### src/pkg/sds_pkg.sv
package sds_pkg;
    // frame identifiers, added to the node number
    localparam logic [10:0] REQ_ID_BASE = 11'h600;
    localparam logic [10:0] RESP_ID_BASE = 11'h580;

    // field positions inside the 64-bit frame, byte D1 at bit 0
    localparam int CTRL_LSB = 0;
    localparam int KEY_LSB = 8;
    localparam int DATA_LSB = 32;

    // control byte values
    localparam logic [7:0] CTRL_WRITE = 8'h23;
    localparam logic [7:0] CTRL_READ = 8'h40;
    localparam logic [7:0] CTRL_WRITE_OK = 8'h60;
    localparam logic [7:0] CTRL_READ_OK = 8'h43;
    localparam logic [7:0] CTRL_ABORT = 8'h80;
    localparam logic [2:0] CMD_DOWNLOAD = 3'h1;

    // abort codes
    localparam logic [31:0] ERR_READ_ONLY = 32'h06010002;
    localparam logic [31:0] ERR_NO_OBJ = 32'h06020000;
    localparam logic [31:0] ERR_SIZE = 32'h06070010;

    // object keys as {subindex, index high, index low}
    localparam logic [23:0] KEY_CONS_CNT = 24'h001016;
    localparam logic [23:0] KEY_CONS_HB = 24'h011016;
    localparam logic [23:0] KEY_PROD_HB = 24'h001017;
    localparam logic [23:0] KEY_HW_INFO = 24'h002000;
    localparam logic [23:0] KEY_SW_INFO = 24'h002001;
    localparam logic [23:0] KEY_BAUD = 24'h002002;
    localparam logic [23:0] KEY_PDO_CFG = 24'h002003;
    localparam logic [23:0] KEY_COUNTERS = 24'h002004;
    localparam logic [23:0] KEY_AIN_MODE = 24'h002005;
    localparam logic [23:0] KEY_PWM_SEL = 24'h002006;
    localparam logic [23:0] KEY_PWM_CYCLE = 24'h002007;
    localparam logic [23:0] KEY_FUSE_TEST = 24'h002008;

    // storage slots of writable objects
    localparam int SLOT_W = 3;
    localparam int N_SLOTS = 8;
    localparam logic [2:0] SLOT_CONS_HB = 3'h0;
    localparam logic [2:0] SLOT_PROD_HB = 3'h1;
    localparam logic [2:0] SLOT_PDO_CFG = 3'h2;
    localparam logic [2:0] SLOT_COUNTERS = 3'h3;
    localparam logic [2:0] SLOT_AIN_MODE = 3'h4;
    localparam logic [2:0] SLOT_PWM_SEL = 3'h5;
    localparam logic [2:0] SLOT_PWM_CYCLE = 3'h6;
    localparam logic [2:0] SLOT_FUSE_TEST = 3'h7;

    // significant payload bits per object
    localparam logic [31:0] MASK_24 = 32'h00FFFFFF;
    localparam logic [31:0] MASK_16 = 32'h0000FFFF;
    localparam logic [31:0] MASK_8 = 32'h000000FF;
    localparam logic [31:0] MASK_4 = 32'h0000000F;

    // heartbeat entry counts
    localparam logic [31:0] HB_ENTRIES = 32'h00000001;
    localparam logic [31:0] STORE_RESET = 32'h00000000;
endpackage

### src/sds_obj_store.sv
`timescale 1ns/1ps
module sds_obj_store #(
    parameter int WIDTH = 32,
    parameter int DEPTH = 8,
    parameter int AW = 3
) (
    // clock and reset
    input wire logic clk_sys,
    input wire logic reset_n,
    // write port
    input wire logic wrEn,
    input wire logic [AW-1:0] wrAddr,
    input wire logic [WIDTH-1:0] wrData,
    // read port, data one cycle after the enable
    input wire logic rdEn,
    input wire logic [AW-1:0] rdAddr,
    output logic [WIDTH-1:0] rdData
);
    logic [WIDTH-1:0] mem_q [DEPTH];
    logic [WIDTH-1:0] rdData_q;

    // object words, cleared at reset so reads never return unknowns
    always_ff @(posedge clk_sys or negedge reset_n) begin
        if (!reset_n) begin
            for (int i = 0; i < DEPTH; i++) begin
                mem_q[i] <= '0;
            end
        end else if (wrEn) begin
            mem_q[wrAddr] <= wrData;
        end
    end

    // registered read data
    always_ff @(posedge clk_sys or negedge reset_n) begin
        if (!reset_n) begin
            rdData_q <= '0;
        end else if (rdEn) begin
            rdData_q <= mem_q[rdAddr];
        end
    end

    assign rdData = rdData_q;
endmodule

### src/sds_server.sv
`timescale 1ns/1ps
module sds_server
    import sds_pkg::*;
#(
    parameter logic [7:0] HW_TYPE = 8'h01,
    parameter logic [23:0] HW_VERSION = 24'h010000, // arbitrary value
    parameter logic [23:0] SW_VERSION = 24'h010000, // arbitrary value
    parameter logic [7:0] BAUD_CODE = 8'h00
) (
    // clock and reset
    input wire logic clk_sys,
    input wire logic reset_n,
    // own node number
    input wire logic [6:0] nodeId,
    // request frame from the can controller
    input wire logic rxValid,
    input wire logic [10:0] rxId,
    input wire logic [63:0] rxData,
    output logic rxReady,
    // response frame to the can controller
    output logic txValid,
    output logic [10:0] txId,
    output logic [63:0] txData,
    input wire logic txReady,
    // mirror of accepted object writes
    output logic objWrStb,
    output logic [2:0] objWrSlot,
    output logic [31:0] objWrValue
);
    typedef enum logic [1:0] {ST_IDLE, ST_DECODE, ST_FETCH, ST_SEND} sds_state_t;

    sds_state_t state_q;
    logic rxReady_q;
    logic [63:0] reqData_q;
    logic txValid_q;
    logic [10:0] txId_q;
    logic [63:0] txData_q;
    logic objWrStb_q;
    logic [2:0] objWrSlot_q;
    logic [31:0] objWrValue_q;
    logic ownFrame;
    logic acceptAny;
    logic acceptOwn;
    logic [7:0] reqCtrl;
    logic [23:0] reqKey;
    logic [31:0] reqPayload;
    logic [5:0] info;
    logic hit;
    logic wrOk;
    logic rdConst;
    logic [2:0] slot;
    logic [7:0] respCtrl;
    logic [31:0] respVal;
    logic needFetch;
    logic doWrite;
    logic memWrEn;
    logic memRdEn;
    logic [31:0] memRdData;

    // object table entry: {hit, writable, constant read, slot}
    function automatic logic [5:0] objInfo(input logic [23:0] key);
        unique case (key)
            KEY_CONS_CNT: objInfo = {3'b101, SLOT_CONS_HB};
            KEY_CONS_HB: objInfo = {3'b110, SLOT_CONS_HB};
            KEY_PROD_HB: objInfo = {3'b111, SLOT_PROD_HB};
            KEY_HW_INFO: objInfo = {3'b101, SLOT_CONS_HB};
            KEY_SW_INFO: objInfo = {3'b101, SLOT_CONS_HB};
            KEY_BAUD: objInfo = {3'b101, SLOT_CONS_HB};
            KEY_PDO_CFG: objInfo = {3'b110, SLOT_PDO_CFG};
            KEY_COUNTERS: objInfo = {3'b110, SLOT_COUNTERS};
            KEY_AIN_MODE: objInfo = {3'b110, SLOT_AIN_MODE};
            KEY_PWM_SEL: objInfo = {3'b110, SLOT_PWM_SEL};
            KEY_PWM_CYCLE: objInfo = {3'b110, SLOT_PWM_CYCLE};
            KEY_FUSE_TEST: objInfo = {3'b110, SLOT_FUSE_TEST};
            default: objInfo = 6'h00;
        endcase
    endfunction

    // significant bits of each stored object
    function automatic logic [31:0] slotMask(input logic [2:0] s);
        unique case (s)
            SLOT_CONS_HB: slotMask = MASK_24;
            SLOT_PROD_HB: slotMask = MASK_16;
            SLOT_PDO_CFG: slotMask = MASK_24;
            SLOT_COUNTERS: slotMask = MASK_16;
            SLOT_AIN_MODE: slotMask = MASK_4;
            SLOT_PWM_SEL: slotMask = MASK_24;
            SLOT_PWM_CYCLE: slotMask = MASK_24;
            SLOT_FUSE_TEST: slotMask = MASK_8;
        endcase
    endfunction

    // values of objects whose read answer is fixed
    function automatic logic [31:0] constValue(input logic [23:0] key);
        unique case (key)
            KEY_CONS_CNT: constValue = HB_ENTRIES;
            KEY_PROD_HB: constValue = HB_ENTRIES;
            KEY_HW_INFO: constValue = {HW_VERSION, HW_TYPE};
            KEY_SW_INFO: constValue = {SW_VERSION, 8'h00};
            KEY_BAUD: constValue = {24'h000000, BAUD_CODE};
            default: constValue = STORE_RESET;
        endcase
    endfunction

    // address filter and handshake
    assign ownFrame = (rxId == REQ_ID_BASE + {4'h0, nodeId});
    assign acceptAny = rxValid && rxReady_q;
    assign acceptOwn = acceptAny && ownFrame;

    // fields of the held request, index low byte first
    assign reqCtrl = reqData_q[CTRL_LSB +: 8];
    assign reqKey = reqData_q[KEY_LSB +: 24];
    assign reqPayload = reqData_q[DATA_LSB +: 32];
    assign info = objInfo(reqKey);
    assign hit = info[5];
    assign wrOk = info[4];
    assign rdConst = info[3];
    assign slot = info[2:0];

    // outcome of the held request, checks in priority order
    always_comb begin
        respCtrl = CTRL_ABORT;
        respVal = ERR_NO_OBJ;
        needFetch = 1'b0;
        doWrite = 1'b0;
        if (reqCtrl[7:5] == CMD_DOWNLOAD) begin
            if (!hit) begin
                respVal = ERR_NO_OBJ;
            end else if (!wrOk) begin
                respVal = ERR_READ_ONLY;
            end else if (reqCtrl != CTRL_WRITE) begin
                respVal = ERR_SIZE;
            end else begin
                respCtrl = CTRL_WRITE_OK;
                respVal = STORE_RESET;
                doWrite = 1'b1;
            end
        end else if (reqCtrl == CTRL_READ && hit) begin
            respCtrl = CTRL_READ_OK;
            respVal = constValue(reqKey);
            needFetch = !rdConst;
        end
    end

    // sequencer: one request in flight at a time
    always_ff @(posedge clk_sys or negedge reset_n) begin
        if (!reset_n) begin
            state_q <= ST_IDLE;
        end else begin
            unique case (state_q)
                ST_IDLE: begin
                    if (acceptOwn) begin
                        state_q <= ST_DECODE;
                    end
                end
                ST_DECODE: state_q <= needFetch ? ST_FETCH : ST_SEND;
                ST_FETCH: state_q <= ST_SEND;
                ST_SEND: begin
                    if (txReady) begin
                        state_q <= ST_IDLE;
                    end
                end
            endcase
        end
    end

    // request side ready, dropped while a request is being served
    always_ff @(posedge clk_sys or negedge reset_n) begin
        if (!reset_n) begin
            rxReady_q <= 1'b1;
        end else if (acceptOwn) begin
            rxReady_q <= 1'b0;
        end else if (state_q == ST_SEND && txReady) begin
            rxReady_q <= 1'b1;
        end
    end

    // request hold register
    always_ff @(posedge clk_sys or negedge reset_n) begin
        if (!reset_n) begin
            reqData_q <= '0;
        end else if (acceptOwn) begin
            reqData_q <= rxData;
        end
    end

    // object storage
    assign memWrEn = (state_q == ST_DECODE) && doWrite;
    assign memRdEn = (state_q == ST_DECODE) && needFetch;

    sds_obj_store #(
        .WIDTH(32),
        .DEPTH(N_SLOTS),
        .AW(SLOT_W)
    ) u_store (
        .clk_sys(clk_sys),
        .reset_n(reset_n),
        .wrEn(memWrEn),
        .wrAddr(slot),
        .wrData(reqPayload & slotMask(slot)),
        .rdEn(memRdEn),
        .rdAddr(slot),
        .rdData(memRdData)
    );

    // response frame, key echoed, value least significant byte first
    always_ff @(posedge clk_sys or negedge reset_n) begin
        if (!reset_n) begin
            txValid_q <= 1'b0;
            txId_q <= '0;
            txData_q <= '0;
        end else if (state_q == ST_DECODE && !needFetch) begin
            txValid_q <= 1'b1;
            txId_q <= RESP_ID_BASE + {4'h0, nodeId};
            txData_q <= {respVal, reqKey, respCtrl};
        end else if (state_q == ST_FETCH) begin
            txValid_q <= 1'b1;
            txId_q <= RESP_ID_BASE + {4'h0, nodeId};
            txData_q <= {memRdData, reqKey, CTRL_READ_OK};
        end else if (state_q == ST_SEND && txReady) begin
            txValid_q <= 1'b0;
        end
    end

    // write mirror toward the i/o functions
    always_ff @(posedge clk_sys or negedge reset_n) begin
        if (!reset_n) begin
            objWrStb_q <= 1'b0;
            objWrSlot_q <= '0;
            objWrValue_q <= '0;
        end else begin
            objWrStb_q <= memWrEn;
            if (memWrEn) begin
                objWrSlot_q <= slot;
                objWrValue_q <= reqPayload & slotMask(slot);
            end
        end
    end

    // outputs straight from flops
    assign rxReady = rxReady_q;
    assign txValid = txValid_q;
    assign txId = txId_q;
    assign txData = txData_q;
    assign objWrStb = objWrStb_q;
    assign objWrSlot = objWrSlot_q;
    assign objWrValue = objWrValue_q;
endmodule

### config.mk
export PLATFORM = sky130hd
export DESIGN_NAME = sds_server
export DESIGN_NICKNAME = d
export VERILOG_FILES = /design/src/pkg/sds_pkg.sv /design/src/sds_obj_store.sv /design/src/sds_server.sv
export SDC_FILE = /design/constraint.sdc
export NUM_CORES = 1
export LEC_CHECK = 0
export BUFFER_PORTS_ARGS = -buffer_cell sky130_fd_sc_hd__buf_4
export CAP_MARGIN = 30
export CORE_ASPECT_RATIO = 0.7
export CORE_UTILIZATION = 50
export CTS_BUF_LIST = sky130_fd_sc_hd__clkbuf_16
export DETAILED_ROUTE_END_ITERATION = 10
export HOLD_SLACK_MARGIN = 0.05
export PLACE_DENSITY_LB_ADDON = 0.2
export REMOVE_ABC_BUFFERS = 1
export SETUP_SLACK_MARGIN = 0.15
export SYNTH_ARGS = -nofsm -noshare
export SYNTH_HDL_FRONTEND = slang
export SYNTH_SLANG_ARGS = --single-unit
### constraint.sdc
create_clock -name clk_sys -period 3.9 [get_ports clk_sys]
set_clock_uncertainty 0.15 [all_clocks]
set_input_delay 0.39 -clock clk_sys [delete_from_list [all_inputs] [get_ports clk_sys]]
set_output_delay 0.39 -clock clk_sys [all_outputs]
set_load 0.05 [all_outputs]
==> flow_summary.yaml <==
outcome:
  status: "finished, final reports clean"
floorplan:
  io_pins: 199
  dieArea_mm2: 0.0335
  die_x_um: 218
  die_height_um: 153
  start_util: 0.507
  rows: 55
  core_area_mm2: 0.0323
yosys:
  yosys.area.top_type_share: 0.556
  synthArstFlopShare: 1.00
  ys_seq_area_frac: 0.558
  ys_types: 70
  ys_ff_latch: 365
  syn_area_mm2: 0.0164
  synth_area_leaders: "dfrtp_1 56%, mux2_2 17%, mux2_1 6.0%"
  synth.largest_area_cell: "dfrtp_1"
  netlist_instances: 1261
  synth_warnings: 0
  synthFlopType: "dfrtp_1"
  syn_avg_cell_area_um2: 13.0
  synth_edf_count: 0
timing:
  tightest_slew_ns: 0.813
  slew_headroom: 0.458
  finalSetupViolations: 0
  rsz0062_at_grt: "no"
  min_period_ns: 3.39
  final_max_slew_viol_count: 0
  final_hold_viol_count: 0
  finalSetupTns_ns: 0
  min_period_over_period: 0.869
  fmax_ghz: 0.295
  whs_ns: 0.0813
drt:
  detail-route-antenna-nets: 0
  dr_total_vias: 10900
  avgRoutedWirePerCell_um: 20.6
  vias_per_cell: 5.58
  dr.pass1.iters: 5
  drt_iter0_drc: 748
  wl_um: 40100
  drc: 0
critical_path:
  crit_top_cell: "and2_1"
  worstPathRequired_ns: 4.17
  crit_fanout: 13
  critPathArrivalTime_ns: 3.66
  path_cells: "or2_2, o22ai_1, and2_1, nand3_1, ha_1, nor4_2, a21oi_2, and2_1, mux2_1"
  path_buf_inv: 0
  worstSetupEndpointType: "flop"
  worst_setup_path_start_kind: "flop"
  crit_slowest_cell: "dfrtp_1"
  crit_family: "simple AND/OR/NAND/NOR gates"
  path_class: "flop to flop"
  max_stage_delay_ns: 0.40
pwr:
  intPower_uw: 6170
  leakagePower_uw: 0.00993
  pwr-share-comb: 0.166
  p_seq_frac: 0.458
  clockPowerShare: 0.376
  power_switching_uw: 2460
  vdd_drop_max_uv: 346
  switching_share: 0.285
  p_per_area_mw_per_mm2: 433
  p_total_uw: 8630
place:
  gp_congestion: 0.850
  dp.final_hpwl_um: 24900
  place.port_buffers: 173
  placed_area_mm2: 0.0182
clocking:
  clockRootBuffer: "clkbuf_16"
  cts_tree: "built"
  post_cts_resized: 0
  cts_buffer_depth: 3
  cts.htree.levels: 2
  numClockSinks: 365
  path_clk_slew_ns: 0.06
  numCtsBuffers: 36
  insertion_delay_ns: 0.53
min_path:
  hold_class: "input pin to flop"
final_layout:
  nNetsFinal: 1586
  area_growth_pct: 21.6
  drive_gt1_frac: 0.356
  final_cell_area_mm2: 0.0199
global_routing:
  grt_first_pass_wirelength_um: 63200
  grt_pass1_vias: 11200
  grt_overflow: 0
  grt_max_degree: 88
  antenna_found_initial: 1
  groute.usage.overall: 0.245
job:
  drv_cap: 0
[final timing paths]
path	endpoint	start	cells after the start	slack, ns
max in group asynchronous	reqData_q[49]	reset_n	3	2.25
min reg2reg	u_store.mem_q[73]	u_store.mem_q[73]	2	0.33
min in group asynchronous	txData[35]	reset_n	2	0.32
max reg2reg	u_store.mem_q[21]	reqData_q[8]	9	0.51
min	rxReady	rxId[5]	3	0.08
max	u_store.mem_q[21]	reqData_q[8]	9	0.51
[power by group through the flow]
stage | sequential [uW] | clock [uW] | combinational (uW)
final | 3950 | 3250 | 1430
after global routing | 3960 | 3480 | 1520
after CTS | 3950 | 3320 | 1440
after floorplan | 4320 | 0 | 527
after global placement | 4020 | 0 | 1370
after detailed placement | 4020 | 0 | 1390
[routing by layer]
layer	track usage	wire, um	part of all wire	vias up
met3	0.0438	1900	0.047	58
li1	-	-	-	4976
met4	0.0656	826	0.021	0
met5	0	0	0	-
met2	0.377	18500	0.46	239
met1	0.357	18900	0.47	5580
[area by class of cell]
type                       instances  area [um2]
clock buffer                      37         926
sequential                       365        9140
antenna                            1        2.50
fill                            2567       12400
multi-input combinational        805        6800
clock inverter                    25         136
tap                              427         534
timing repair buffer             280        2360
inverter                           6        22.5
[per-stage QoR]
| step | instances | utilization | setup WS (ns) |
|---|---|---|---|
| 3_3_place_gp | 1816 | 0.563 | 0.507 |
| 5_1_grt | 1945 | 0.617 | 0.324 |
| 4_1_cts | 1944 | 0.617 | 0.430 |
| 3_5_place_dp | 1816 | 0.563 | 0.426 |
| 2_1_floorplan | 1176 | - | -2.85 |
| 6_report | 1946 | 0.617 | 0.509 |
[cell usage after synthesis, types with 3 or more instances]
cell type  count
dfrtp_1      364
mux2_2       246
mux2_1        87
nand2_1       81
o21ai_0       67
nor2_1        51
a22oi_1       49
clkbuf_1      41
and2_1        32
buf_4         26
a31oi_1       25
buf_2         25
mux2i_1       24
nor2b_1       11
nand3_1       10
nand4_1        7
o21ai_1        7
xnor2_1        7
ha_1           6
inv_1          6
a21oi_1        5
buf_6          5
nor3_1         5
or4_1          5
and4_1         4
buf_1          4
or3_1          4
nor4_4         3
[repair_timing]
action	CTS	global route
hold endpoints to repair	147	0
setup buffers	0	1
setup endpoints to repair	0	1
hold buffers	66	0
[cell families after synthesis]
group,after synthesis,share of synthesized area
multiplexers,357,0.244
adder cells (fa/ha/maj),6,0.00458
buffers and inverters,107,0.0347
AO/OA/AOI/OAI,174,0.0696
flip-flops,365,0.558
XOR/XNOR,9,0.00481
AND/OR/NAND/NOR,242,0.0847
other,1,0.000229
[cell usage in the layout (no fill, tap or decap), types with 37 or more instances in the layout]
cell	count
dfrtp_1	364
mux2_2	246
buf_4	206
mux2_1	87
nand2_1	81
o21ai_0	67
dlygate4sd3_1	66
nor2_1	51
a22oi_1	49
clkbuf_16	37
[sequential cells by signal, summed over array words and instances (netlist names)]
signal,cells
u_store.rdData,24
txData,53
txValid,1
rxReady,1
objWrValue,24
objWrSlot,3
objWrStb,1
reqData_q,56
txId,8
state_q,2
u_store.mem_q,192
[worst min-delay path, cell delays in order]
cell and delay [ns]:
buf_4 0.08, xnor2_1 0.18, a31oi_1 0.10
Power figures use the tool's default switching activity.
